## config.mk

```make
export PLATFORM = sky130hd
export DESIGN_NAME = dram_nibble_host
export DESIGN_NICKNAME = d
export VERILOG_FILES = /design/src/dram_host_pkg.sv /design/src/dram_nibble_host.sv /design/src/dram_pin_sync.sv
export SDC_FILE = /design/constraint.sdc
export NUM_CORES = 1
export LEC_CHECK = 0
export BUFFER_PORTS_ARGS = -buffer_cell sky130_fd_sc_hd__clkbuf_2
export CORE_UTILIZATION = 35
export CTS_CLUSTER_DIAMETER = 30
export DETAILED_ROUTE_END_ITERATION = 16
export GPL_TIMING_DRIVEN = 0
export PLACE_DENSITY_LB_ADDON = 0.1
export SYNTH_ARGS = -nofsm -noshare
export SYNTH_HDL_FRONTEND = slang
export SYNTH_SLANG_ARGS = --single-unit
```

## constraint.sdc

```tcl
create_clock -name core_clk -period 4.6 [get_ports core_clk]
set_clock_uncertainty 0.1 [all_clocks]
set_input_delay 0.92 -clock core_clk [delete_from_list [all_inputs] [get_ports core_clk]]
set_output_delay 0.92 -clock core_clk [all_outputs]
set_load 0.01 [all_outputs]
```

## src/dram_host_pkg.sv

```systemverilog
// Constants and state codes for the nibble-mode DRAM host controller
package dram_host_pkg;

    ////////////////////////////////////////////////////////////////////////
    // Clock and timing
    localparam int CLK_PERIOD_NS = 100;
    localparam int PAUSE_NS = 100_000;
    localparam int PAUSE_CYC = (PAUSE_NS + CLK_PERIOD_NS - 1) / CLK_PERIOD_NS;
    localparam int REFRESH_WINDOW_NS = 4_000_000;
    localparam int REFRESH_ROWS = 256;
    localparam int REF_CYC = REFRESH_WINDOW_NS / REFRESH_ROWS / CLK_PERIOD_NS;
    localparam int IDLE_LIMIT_NS = 4_000_000;
    localparam int IDLE_CYC = IDLE_LIMIT_NS / CLK_PERIOD_NS;
    localparam int PHASE_NS = 200;
    localparam int PHASE_CYC = (PHASE_NS + CLK_PERIOD_NS - 1) / CLK_PERIOD_NS;
    localparam int CAS_LOW_NS = 400;
    localparam int CAS_LOW_CYC =
        (CAS_LOW_NS + CLK_PERIOD_NS - 1) / CLK_PERIOD_NS;
    localparam int ADDR_SETUP_CYC = 1;
    localparam int INIT_CYCLES = 8;

    ////////////////////////////////////////////////////////////////////////
    // Widths and field positions
    localparam int ADDR_W = 9;
    localparam int TOP_BIT = 8;
    localparam int TMR_W = 10;
    localparam int REF_W = 8;
    localparam int IDLE_W = 16;
    localparam int INIT_W = 4;

    ////////////////////////////////////////////////////////////////////////
    // Controller states
    typedef enum logic [3:0] {
        ST_POWER   = 4'h0,
        ST_RASONLY = 4'h1,
        ST_ROW     = 4'h2,
        ST_COLSET  = 4'h3,
        ST_COL     = 4'h4,
        ST_CASHI   = 4'h5,
        ST_PRE     = 4'h6,
        ST_IDLE    = 4'h7,
        ST_REF_CAS = 4'h8,
        ST_REF_RAS = 4'h9,
        ST_TST_HI  = 4'ha
    } state_t;

endpackage

```

## src/dram_nibble_host.sv

```systemverilog
// Host controller driving a nibble-mode DRAM: init, refresh, bursts, test
// Behaviour
// - Further bits: CAS high then low, RAS low
// - CAS re-cycled after refresh enables test access
// - Test column latched on CAS fall, nine bits
// - Test procedure: init, lows, modify highs, complement
// - Hold RAS and CAS high during power-up
// - Eight RAS cycles after initial pause
// - Eight RAS cycles again after idle period
// - Any RAS cycle counts as initialisation; only RAS-only cycles in ST_RASONLY are counted here
// - Write enable low before CAS: early write
// - Every row refreshed within each interval
module dram_nibble_host #(
    parameter int IDLE_LIMIT = dram_host_pkg::IDLE_CYC,
    parameter int PAUSE_LIMIT = dram_host_pkg::PAUSE_CYC,
    parameter int REF_LIMIT = dram_host_pkg::REF_CYC
) (
    input wire logic core_clk,
    input wire logic reset,
    input wire logic req,
    input wire logic [8:0] req_row,
    input wire logic [8:0] req_col,
    input wire logic [2:0] req_len,
    input wire logic [7:0] req_wmask,
    input wire logic [7:0] req_wdata,
    input wire logic test_req,
    input wire logic [8:0] test_col,
    input wire logic test_write,
    input wire logic test_wdata,
    output logic ready,
    output logic done,
    output logic [7:0] rdata,
    output logic init_done,
    output logic ras_n,
    output logic cas_n,
    output logic we_n,
    output logic [8:0] mux_address_inputs,
    output logic dram_d,
    input wire logic dram_q
);

    ////////////////////////////////////////////////////////////////////////
    // Declarations
    localparam int TW = dram_host_pkg::TMR_W;

    dram_host_pkg::state_t state_r;
    logic [TW-1:0] tmr_r;
    logic [dram_host_pkg::INIT_W-1:0] init_cnt_r;
    logic [dram_host_pkg::REF_W-1:0] ref_tmr_r;
    logic [dram_host_pkg::IDLE_W-1:0] idle_tmr_r;
    logic ref_pend_r;
    logic test_r;
    logic op_r;
    logic [2:0] beat_r;
    logic [2:0] len_r;
    logic [7:0] wmask_r;
    logic [7:0] wdata_r;
    logic [8:0] row_r;
    logic [8:0] col_r;
    logic [1:0] nibble_r;
    logic q_sync;

    wire phase_end = (tmr_r == '0);
    wire ref_tick = (ref_tmr_r == dram_host_pkg::REF_W'(REF_LIMIT - 1));
    wire idle_expired =
        (idle_tmr_r == dram_host_pkg::IDLE_W'(IDLE_LIMIT - 1));
    wire in_idle = (state_r == dram_host_pkg::ST_IDLE);
    wire start_ref = in_idle && init_done && ref_pend_r;
    wire start_test = in_idle && init_done && !ref_pend_r && test_req;
    wire start_req = in_idle && init_done && !ref_pend_r && !test_req && req;
    wire last_beat = (beat_r == len_r);
    wire next_we_n = !wmask_r[beat_r + 3'h1];
    wire next_d = wdata_r[beat_r + 3'h1];

    assign ready = in_idle && init_done && !ref_pend_r;

    // Phase length in cycles, zero-based for the down-counter
    function automatic logic [TW-1:0] cyc(input int n);
        cyc = TW'(n - 1);
    endfunction

    ////////////////////////////////////////////////////////////////////////
    // Data output pin is asynchronous to core_clk
    dram_pin_sync #(
        .WIDTH(1)
    ) q_sync_inst (
        .core_clk(core_clk),
        .reset(reset),
        .pin(dram_q),
        .pin_sync(q_sync)
    );

    ////////////////////////////////////////////////////////////////////////
    // Refresh pacing and idle watch
    always_ff @(posedge core_clk) begin
        if (reset) begin
            ref_tmr_r <= '0;
            ref_pend_r <= 1'b0;
        end else begin
            ref_tmr_r <= ref_tick ? '0 : ref_tmr_r + 1'b1;
            ref_pend_r <= ref_tick || (ref_pend_r && !start_ref);
        end
    end

    always_ff @(posedge core_clk) begin
        if (reset || !ras_n || idle_expired) begin
            idle_tmr_r <= '0;
        end else begin
            idle_tmr_r <= idle_tmr_r + 1'b1;
        end
    end

    ////////////////////////////////////////////////////////////////////////
    // Strobe sequencer
    always_ff @(posedge core_clk) begin
        if (reset) begin
            state_r <= dram_host_pkg::ST_POWER;
            tmr_r <= cyc(PAUSE_LIMIT);
            init_cnt_r <= '0;
            init_done <= 1'b0;
            test_r <= 1'b0;
            op_r <= 1'b0;
            beat_r <= '0;
            len_r <= '0;
            wmask_r <= '0;
            wdata_r <= '0;
            row_r <= '0;
            col_r <= '0;
            nibble_r <= '0;
            rdata <= '0;
            done <= 1'b0;
            ras_n <= 1'b1;
            cas_n <= 1'b1;
            we_n <= 1'b1;
            mux_address_inputs <= '0;
            dram_d <= 1'b0;
        end else begin
            done <= 1'b0;
            if (!phase_end) begin
                tmr_r <= tmr_r - 1'b1;
            end
            if (idle_expired) begin
                init_done <= 1'b0;
                init_cnt_r <= '0;
            end
            unique case (state_r)
                dram_host_pkg::ST_POWER: begin
                    if (phase_end) begin
                        state_r <= dram_host_pkg::ST_IDLE;
                    end
                end
                dram_host_pkg::ST_IDLE: begin
                    if (!init_done) begin
                        state_r <= dram_host_pkg::ST_RASONLY;
                        ras_n <= 1'b0;
                        tmr_r <= cyc(dram_host_pkg::PHASE_CYC);
                    end else if (start_ref || start_test) begin
                        state_r <= dram_host_pkg::ST_REF_CAS;
                        cas_n <= 1'b0;
                        test_r <= start_test;
                        op_r <= start_test;
                        len_r <= '0;
                        beat_r <= '0;
                        col_r <= test_col;
                        wmask_r <= {7'h00, test_write};
                        wdata_r <= {7'h00, test_wdata};
                        tmr_r <= cyc(dram_host_pkg::PHASE_CYC);
                    end else if (start_req) begin
                        state_r <= dram_host_pkg::ST_ROW;
                        op_r <= 1'b1;
                        test_r <= 1'b0;
                        row_r <= req_row;
                        col_r <= req_col;
                        len_r <= req_len;
                        wmask_r <= req_wmask;
                        wdata_r <= req_wdata;
                        beat_r <= '0;
                        rdata <= '0;
                        mux_address_inputs <= req_row;
                        tmr_r <= cyc(dram_host_pkg::ADDR_SETUP_CYC);
                    end
                end
                dram_host_pkg::ST_RASONLY: begin
                    if (phase_end) begin
                        state_r <= dram_host_pkg::ST_PRE;
                        ras_n <= 1'b1;
                        init_cnt_r <= init_cnt_r + 1'b1;
                        if (init_cnt_r == dram_host_pkg::INIT_W'(
                            dram_host_pkg::INIT_CYCLES - 1)) begin
                            init_done <= 1'b1;
                        end
                        tmr_r <= cyc(dram_host_pkg::PHASE_CYC);
                    end
                end
                dram_host_pkg::ST_ROW: begin
                    ras_n <= 1'b0;
                    if (!ras_n && phase_end) begin
                        state_r <= dram_host_pkg::ST_COLSET;
                        mux_address_inputs <= col_r;
                        we_n <= !wmask_r[0];
                        dram_d <= wdata_r[0];
                        nibble_r <= {row_r[dram_host_pkg::TOP_BIT],
                            col_r[dram_host_pkg::TOP_BIT]};
                        tmr_r <= cyc(dram_host_pkg::ADDR_SETUP_CYC);
                    end else if (ras_n) begin
                        tmr_r <= cyc(dram_host_pkg::PHASE_CYC);
                    end
                end
                dram_host_pkg::ST_COLSET: begin
                    if (phase_end) begin
                        state_r <= dram_host_pkg::ST_COL;
                        cas_n <= 1'b0;
                        tmr_r <= cyc(dram_host_pkg::CAS_LOW_CYC);
                    end
                end
                dram_host_pkg::ST_COL: begin
                    if (phase_end) begin
                        if (wmask_r[beat_r]) begin
                            rdata[beat_r] <= wdata_r[beat_r];
                        end else begin
                            rdata[beat_r] <= q_sync;
                        end
                        cas_n <= 1'b1;
                        tmr_r <= cyc(dram_host_pkg::PHASE_CYC);
                        if (last_beat) begin
                            state_r <= dram_host_pkg::ST_PRE;
                            ras_n <= 1'b1;
                            we_n <= 1'b1;
                        end else begin
                            state_r <= dram_host_pkg::ST_CASHI;
                            we_n <= next_we_n;
                            dram_d <= next_d;
                            beat_r <= beat_r + 3'h1;
                            nibble_r <= nibble_r + 2'h1;
                        end
                    end
                end
                dram_host_pkg::ST_CASHI: begin
                    if (phase_end) begin
                        state_r <= dram_host_pkg::ST_COL;
                        cas_n <= 1'b0;
                        tmr_r <= cyc(dram_host_pkg::CAS_LOW_CYC);
                    end
                end
                dram_host_pkg::ST_REF_CAS: begin
                    if (phase_end) begin
                        state_r <= dram_host_pkg::ST_REF_RAS;
                        ras_n <= 1'b0;
                        tmr_r <= cyc(dram_host_pkg::CAS_LOW_CYC);
                    end
                end
                dram_host_pkg::ST_REF_RAS: begin
                    if (phase_end) begin
                        cas_n <= 1'b1;
                        tmr_r <= cyc(dram_host_pkg::PHASE_CYC);
                        if (test_r) begin
                            state_r <= dram_host_pkg::ST_TST_HI;
                            mux_address_inputs <= col_r;
                            we_n <= !wmask_r[0];
                            dram_d <= wdata_r[0];
                        end else begin
                            state_r <= dram_host_pkg::ST_PRE;
                            ras_n <= 1'b1;
                        end
                    end
                end
                dram_host_pkg::ST_TST_HI: begin
                    if (phase_end) begin
                        state_r <= dram_host_pkg::ST_COL;
                        cas_n <= 1'b0;
                        tmr_r <= cyc(dram_host_pkg::CAS_LOW_CYC);
                    end
                end
                dram_host_pkg::ST_PRE: begin
                    if (phase_end) begin
                        state_r <= dram_host_pkg::ST_IDLE;
                        done <= op_r;
                        op_r <= 1'b0;
                        test_r <= 1'b0;
                    end
                end
                default: begin
                    state_r <= dram_host_pkg::ST_IDLE;
                end
            endcase
        end
    end

endmodule

```

## src/dram_pin_sync.sv

```systemverilog
// Two-flop synchroniser for pins arriving from outside the clock domain
module dram_pin_sync #(
    parameter int WIDTH = 1
) (
    input wire logic core_clk,
    input wire logic reset,
    input wire logic [WIDTH-1:0] pin,
    output logic [WIDTH-1:0] pin_sync
);

    logic [WIDTH-1:0] meta_r;

    always_ff @(posedge core_clk) begin
        if (reset) begin
            meta_r <= '0;
            pin_sync <= '0;
        end else begin
            meta_r <= pin;
            pin_sync <= meta_r;
        end
    end

endmodule

```

==> run_results.csv, run 1 <==
group,metric,value,unit
die,die_h,125,um
sta,maxSlewHeadroom,53.6,%
place,place_ws,1.84,ns
route,final_antenna_net_count,0,
sta,finalMaxSlewViolations,0,
logic_synthesis,syn-num-nets,666,
clocking,clk_latency,0.35,ns
worst_setup_path,crit_family,"buffers and inverters",
final_layout,fin_util,42.7,%
die,num_rows,44,
final_layout,drive_gt1_share,22.2,%
final_layout,diodes,0,
die,die_area,15700,sq um
global_routing,grt_pass1_wl,22.9,mm
worst_setup_path,crit_buf_inv,3,
flow_run,cap_violations,0,
sta,max_freq,363,MHz
worst_setup_path,max_stage_delay,0.31,ns
logic_synthesis,synthTopCellsByArea,"dfxtp_1 38%, nor2_1 6.6%, mux2i_1 5.1%",
global_routing,gr-total-overflow,0,
sta,post-route-period-util,59.8,%
worst_setup_path,crit_type,"reg -> out",
logic_synthesis,yosysSeqAreaShare,38.0,%
logic_synthesis,post-synth-top-area-cell,"dfxtp_1",
power_and_ir_drop,ir_worst_vdd,0.193,mV
clocking,numCtsBuffers,9,
worst_setup_path,start_kind,"flop",
logic_synthesis,synth_area,5320,sq um
worst_setup_path,arrival,1.73,ns
clocking,clock-sinks,101,
clocking,post_cts_resized,0,
logic_synthesis,yosysWarnings,0,
global_routing,grt_pass1_vias,4469,
logic_synthesis,synth_cell_type_count,71,
place,dp_cells,866,
final_layout,nFillCells,1501,
clocking,cts_tree,"yes",
worst_setup_path,critical_path_required,3.58,ns
die,start_util,36.2,%
sta,grt_setup_unrepaired,"false",
worst_setup_path,path_cells,"buf_2 > and4b_1 > buf_2 > nand2_1 > nor2_1 > clkbuf_2",
route,num_vias,4745,
route,post_drt_wl_per_cell,15.9,um
route,drt-pass1-iter-count,11,
clocking,postCtsSetupBuffers,0,
logic_synthesis,syn-mean-instance-area,8.76,sq um
worst_hold_path,hold_class,"reg -> reg",
place,place_congestion,0.858,
global_routing,grt_start_max_net_pins,17,
clocking,cts.path.max_buffers,2,
power_and_ir_drop,powerDensity,294,nW/um^2
sta,finalCriticalPeriod,2.75,ns
logic_synthesis,ys_seq_elements,101,
status,status,"complete, but fails checks",
route,route.detailed.drc,3,
sta,hold_violations,0,
power_and_ir_drop,p_leak,2.39,nW
clocking,h-tree-depth,3,
place,dp_hpwl,10.5,mm
worst_setup_path,end_kind,"output pin",
sta,setup_viol,0,
clocking,clk_pin_slew,0.06,ns
sta,worstMarginPinSlew,0.693,ns
logic_synthesis,yosysTopAreaCellShare,38.0,%
final_layout,final_cell_count_no_fill,882,
logic_synthesis,synth_flop_cell,"dfxtp_1",
route,wl,14.0,mm
global_routing,grt_usage,18.5,%
route,via_per_inst,5.38,
die,coreArea,14700,sq um
sta,tns,0,ns
worst_setup_path,slowest_stage,"dfxtp_1",
worst_setup_path,crit_top_cell,"buf_2",
sta,setup_ws,1.85,ns
logic_synthesis,synthArstFlopShare,0,%
clocking,hold_buffers,0,
final_layout,fin_nets,752,
global_routing,antenna_found_initial,0,
worst_setup_path,critPathMaxFanout,10,
logic_synthesis,synth_cells,607,
status,violations,"DRC",
logic_synthesis,synth-edff-count,0,
clocking,root_buffer,"clkbuf_16",
die,num_io_pins,77,
die,die_w,125,um
route,drt-initial-drc-count,386,
final_layout,syn2layout_area_growth,17.9,%
place,io_buffers,75,
worst register-to-register path, cell delays in order, from the launching register on:
cell	delay, ns
dfxtp_1	0.36
inv_1	0.07
ha_1	0.20
nor2b_1	0.37
and3_1	0.22
buf_4	0.18
inv_4	0.07
buf_6	0.15
ha_1	0.27
o221ai_1	0.08
o311ai_0	0.15
path summary, 6_finish.rpt:
path,from,endpoint,slack (ns),cells after the start
worst max register to register,tmr_r[0],tmr_r[0],2.25,10
worst min register to register,idle_tmr_r[0],idle_tmr_r[0],0.34,1
worst max-delay path,state_r[2],ready,1.85,6
worst min-delay path,idle_tmr_r[0],idle_tmr_r[0],0.34,1
layer usage:
| metal | global-route usage (%) | routed length (um) | vias to the layer above |
|---|---|---|---|
| met3 | 3.42 | 658 | 12 |
| li1 | - | - | 2362 |
| met1 | 25.6 | 6990 | 2255 |
| met2 | 28.9 | 6150 | 116 |
| met5 | 0 | 0 | - |
| met4 | 6.10 | 197 | 0 |
per-stage QoR:
stage / hold slack [ns] / cell area [sq um] / power [mW]
6_report: 0.341 / 6270 / 1.85
5_1_grt: 0.372 / 6270 / 1.92
4_1_cts: 0.345 / 6270 / 1.88
3_5_place_dp: 0.328 / 5920 / 0.981
3_3_place_gp: 0.324 / 5920 / 0.980
2_1_floorplan: 0.313 / 5320 / 0.944
cell usage after synthesis (all sizes together) (2+ instances only):
| library cell | n |
|---|---|
| a211oi | 16 |
| ha | 6 |
| dfxtp | 101 |
| o31ai | 4 |
| nor4b | 3 |
| a21oi | 32 |
| and4b | 2 |
| o221ai | 2 |
| a31oi | 7 |
| or3 | 5 |
| a22oi | 22 |
| nor2b | 5 |
| mux2i | 28 |
| o211ai | 8 |
| xnor2 | 19 |
| a21o | 2 |
| o21ai | 27 |
| o22ai | 2 |
| buf | 27 |
| nand4b | 2 |
| nor3b | 3 |
| nand3b | 4 |
| nor2 | 95 |
| or2 | 4 |
| nand2 | 22 |
| o2111ai | 2 |
| nand3 | 26 |
| xor2 | 8 |
| or4 | 2 |
| nand2b | 9 |
| and2 | 5 |
| o311ai | 2 |
| a311oi | 2 |
| a211o | 2 |
| a221oi | 2 |
| clkbuf | 17 |
| inv | 16 |
| and3 | 9 |
| nand4 | 9 |
| mux2 | 12 |
| nor4 | 8 |
| nor3 | 12 |
| mux4 | 5 |
power breakdown:
group          switching [mW]  leakage (nW)  internal (mW)
registers             0.00701         0.816          0.882
logic                  0.0379          1.40         0.0327
clock network           0.340         0.173          0.547
sequential cells by signal, indices dropped and copies added, names as in the netlist, 3 cells and up:
signal	cells
beat_r	3
rdata	8
state_r	4
wmask_r	8
col_r	9
mux_address_inputs	9
ref_tmr_r	8
init_cnt_r	4
tmr_r	10
wdata_r	8
len_r	3
idle_tmr_r	16
cells by family (layout without fill, tap and decap cells):
group,count (synthesis),count (layout),synth area share [%]
multiplexers,45,45,10.2
adder cells (fa/ha/maj),6,6,1.41
buffers and inverters,60,151,5.46
XOR/XNOR,27,27,4.45
AND/OR/NAND/NOR,229,229,22.3
flip-flops,101,101,38.0
AO/OA/AOI/OAI,139,139,18.2
final cells by class:
cell class / instances / area [sq um] / share of cell area, %
timing repair buffer: 75 / 375 / 5.99
clock inverter: 6 / 109 / 1.74
sequential: 101 / 2020 / 32.2
inverter: 16 / 62.6 / 0.998
clock buffer: 10 / 239 / 3.81
tap: 184 / 230 / 3.67
multi-input combinational: 446 / 3000 / 47.9
buffer: 44 / 228 / 3.63
cells in the final DEF, fill, tap and decap left out, types with 5 or more instances in the layout:
master,count
a21oi_1,29
xor2_1,8
a31oi_1,7
nor2b_1,5
a211oi_1,16
mux2i_1,27
and3_1,9
nand2_1,22
buf_2,17
clkbuf_1,17
nor2_1,93
ha_1,6
nor4_1,6
mux4_2,5
inv_1,15
o211ai_1,7
nand4_1,9
or3_1,5
o21ai_1,7
buf_4,5
nor3_1,11
clkbuf_16,9
dfxtp_1,101
xnor2_1,19
a22oi_1,22
nand2b_1,9
mux2_2,12
nand3_1,26
clkbuf_2,75
o21ai_0,20
No activity file was read; power rests on OpenSTA's default activity.
==> run 2: changes to the inputs <==
==> constraint.sdc (replaced) <==
create_clock -name core_clk -period 2.2 [get_ports core_clk]
set_clock_uncertainty 0.1 [all_clocks]
set_input_delay 0.44 -clock core_clk [delete_from_list [all_inputs] [get_ports core_clk]]
set_output_delay 0.44 -clock core_clk [all_outputs]
set_load 0.01 [all_outputs]
==> run_results.csv, run 2 (synthesis results as in run 1) <==
group,metric,value,unit
status,status,"complete, but fails checks",
status,violations,"DRC",
worst_setup_path,r2r-end,"tmr_r[0]",
global_routing,antenna_found_initial,0,
power_and_ir_drop,powerDensity,601,nW/um^2
worst_setup_path,path_cells,"buf_6 > and4b_1 > buf_6 > nand2_1 > nor2_2 > buf_2",
clocking,h-tree-depth,3,
route,drt-pass1-iter-count,11,
die,start_util,36.2,%
worst_setup_path,reg2reg_from,"tmr_r[3]",
power_and_ir_drop,p_clk_share,48.0,%
worst_setup_path,crit_path_end,"ready",
clocking,clk_pin_slew,0.07,ns
sta,maxSlewHeadroom,55.3,%
clocking,root_buffer,"clkbuf_16",
route,via_per_inst,5.38,
global_routing,gr-total-overflow,0,
final_layout,fin_area,6420,sq um
place,io_buffers,75,
place,place_congestion,0.858,
worst_setup_path,crit_top_cell,"buf_6",
place,dp_hpwl,10.5,mm
sta,finalCriticalPeriod,2.12,ns
global_routing,grt_usage,18.5,%
worst_setup_path,r2r_cells,8,
flow_run,cap_violations,0,
power_and_ir_drop,ir_worst_vdd,0.403,mV
power_and_ir_drop,p_leak,2.46,nW
power_and_ir_drop,p_switching,0.803,mW
route,final_antenna_net_count,0,
global_routing,grt_pass1_vias,4465,
clocking,numCtsBuffers,9,
die,num_io_pins,77,
sta,max_freq,471,MHz
final_layout,largest_register_ffs,16,
worst_setup_path,max_stage_delay,0.33,ns
clocking,hold_buffers,0,
power_and_ir_drop,internal_power,3.06,mW
die,die_area,15700,sq um
power_and_ir_drop,p_comb_share,3.9,%
power_and_ir_drop,p_seq_share,48.2,%
sta,grt_setup_unrepaired,"true",
final_layout,final_common_cell,"dfxtp_1",
route,drt-initial-drc-count,347,
worst_setup_path,arrival,1.58,ns
route,route.detailed.drc,3,
sta,setup_viol,0,
final_layout,mostFrequentLayoutCells,"100 x dfxtp_1, 91 x nor2_1, 77 x clkbuf_2, 29 x a21oi_1, 27 x mux2i_1",
worst_hold_path,hold_class,"in -> reg",
place,place_area,5920,sq um
route,wl,14.1,mm
worst_setup_path,critPathMaxFanout,10,
final_layout,top_register,"idle_tmr_r",
route,num_vias,4785,
global_routing,grt_pass1_wl,22.9,mm
sta,finalMaxSlewViolations,0,
clocking,clock-sinks,101,
route,post_drt_wl_per_cell,15.9,um
worst_setup_path,critical_path_required,1.66,ns
worst_setup_path,slowest_stage,"dfxtp_1",
final_layout,syn2layout_area_growth,20.8,%
worst_setup_path,start_kind,"flop",
die,num_rows,44,
place,dp_cells,866,
worst_setup_path,critPathLaunch,"state_r[2]",
final_layout,final_cell_count_no_fill,889,
final_layout,fin_nets,759,
sta,post-route-period-util,96.5,%
place,place_ws,-0.143,ns
sta,worstMarginPinSlew,0.671,ns
worst_setup_path,r2r_slack,0.09,ns
worst_setup_path,crit_cells,6,
die,die_w,125,um
power_and_ir_drop,switching_share,20.8,%
final_layout,diodes,0,
final_layout,drive_gt1_share,24.8,%
clocking,cts_tree,"yes",
die,coreArea,14700,sq um
die,die_h,125,um
sta,setup_ws,0.0763,ns
worst_setup_path,crit_family,"simple AND/OR/NAND/NOR gates",
worst_setup_path,crit_buf_inv,3,
final_layout,top_regs,"idle_tmr_r (16), tmr_r (10)",
global_routing,grt_start_max_net_pins,17,
clocking,cts.path.max_buffers,2,
worst_setup_path,end_kind,"output pin",
worst_setup_path,crit_type,"reg -> out",
sta,hold_violations,0,
clocking,clk_latency,0.35,ns
## run 2: cell count changes in the layout (fill, tap and decap cells not counted), sizes merged
cell,before,now
clkbuf,102,105
buf,27,31
## run 2: worst register-to-register path, delay by kind of cell (launching register included)
kind,cells,cell delay [ns]
DFF,1,0.37
AOI/OAI and AO/OA,2,0.20
buffers and inverters,3,0.35
adders and majority gates,1,0.27
and+or+nand+nor,2,0.69
## run 2: worst min path at each step
stage / cells after the start / startpoint / end / slack [ns]
3_5_place_dp: 1 / q_sync_inst.meta_r / q_sync_inst.pin_sync / 0.33
4_1_cts: 2 / dram_q / q_sync_inst.meta_r / 0.21
6_report: 2 / dram_q / q_sync_inst.meta_r / 0.23
2_1_floorplan: 1 / idle_tmr_r[0] / idle_tmr_r[0] / 0.31
3_3_place_gp: 1 / idle_tmr_r[0] / idle_tmr_r[0] / 0.32
5_1_grt: 3 / req_wmask[3] / wmask_r[3] / 0.22
## run 2: per-stage QoR
step	TNS (ns)	hold WS, ns	power, mW	utilization (%)
after floorplan	0	0.313	1.97	-
after global placement	-1.79	0.324	2.05	40.3
after detailed placement	-2.14	0.328	2.05	40.3
after CTS	0	0.209	3.93	42.9
after global routing	-0.144	0.221	4.02	43.7
final	0	0.226	3.86	43.7
## run 2: repair_timing
action | 4_1_cts | 5_1_grt
resized for setup | 9 | 20
setup buffers | 0 | 7
pin swaps | 0 | 4
endpoints found under the setup margin | 35 | 47
## run 2: final cells by class
| class | count | area (sq um) |
|---|---|---|
| Sequential cell | 101 | 2020 |
| Clock buffer | 10 | 239 |
| Multi-Input combinational cell | 446 | 3060 |
| Buffer | 44 | 259 |
| Fill cell | 1497 | 8280 |
| Tap cell | 184 | 230 |
| Inverter | 16 | 62.6 |
| Clock inverter | 6 | 109 |
| Timing Repair Buffer | 82 | 440 |
## run 2: power by group through the flow
| stage | clock (mW) | sequential [mW] | combinational, mW |
|---|---|---|---|
| CTS | 1.92 | 1.86 | 0.152 |
| floorplan | 0 | 1.90 | 0.0760 |
| detailed placement | 0 | 1.90 | 0.151 |
| finish | 1.85 | 1.86 | 0.149 |
| global route | 1.99 | 1.86 | 0.171 |
| global placement | 0 | 1.90 | 0.148 |
## run 2: routing by layer
| layer | vias to the layer above | GRT usage, % | routed length [um] |
|---|---|---|---|
| met5 | - | 0 | 0 |
| met4 | 0 | 6.31 | 206 |
| met3 | 14 | 3.42 | 661 |
| met2 | 132 | 28.8 | 6290 |
| met1 | 2253 | 25.6 | 6980 |
| li1 | 2386 | - | - |
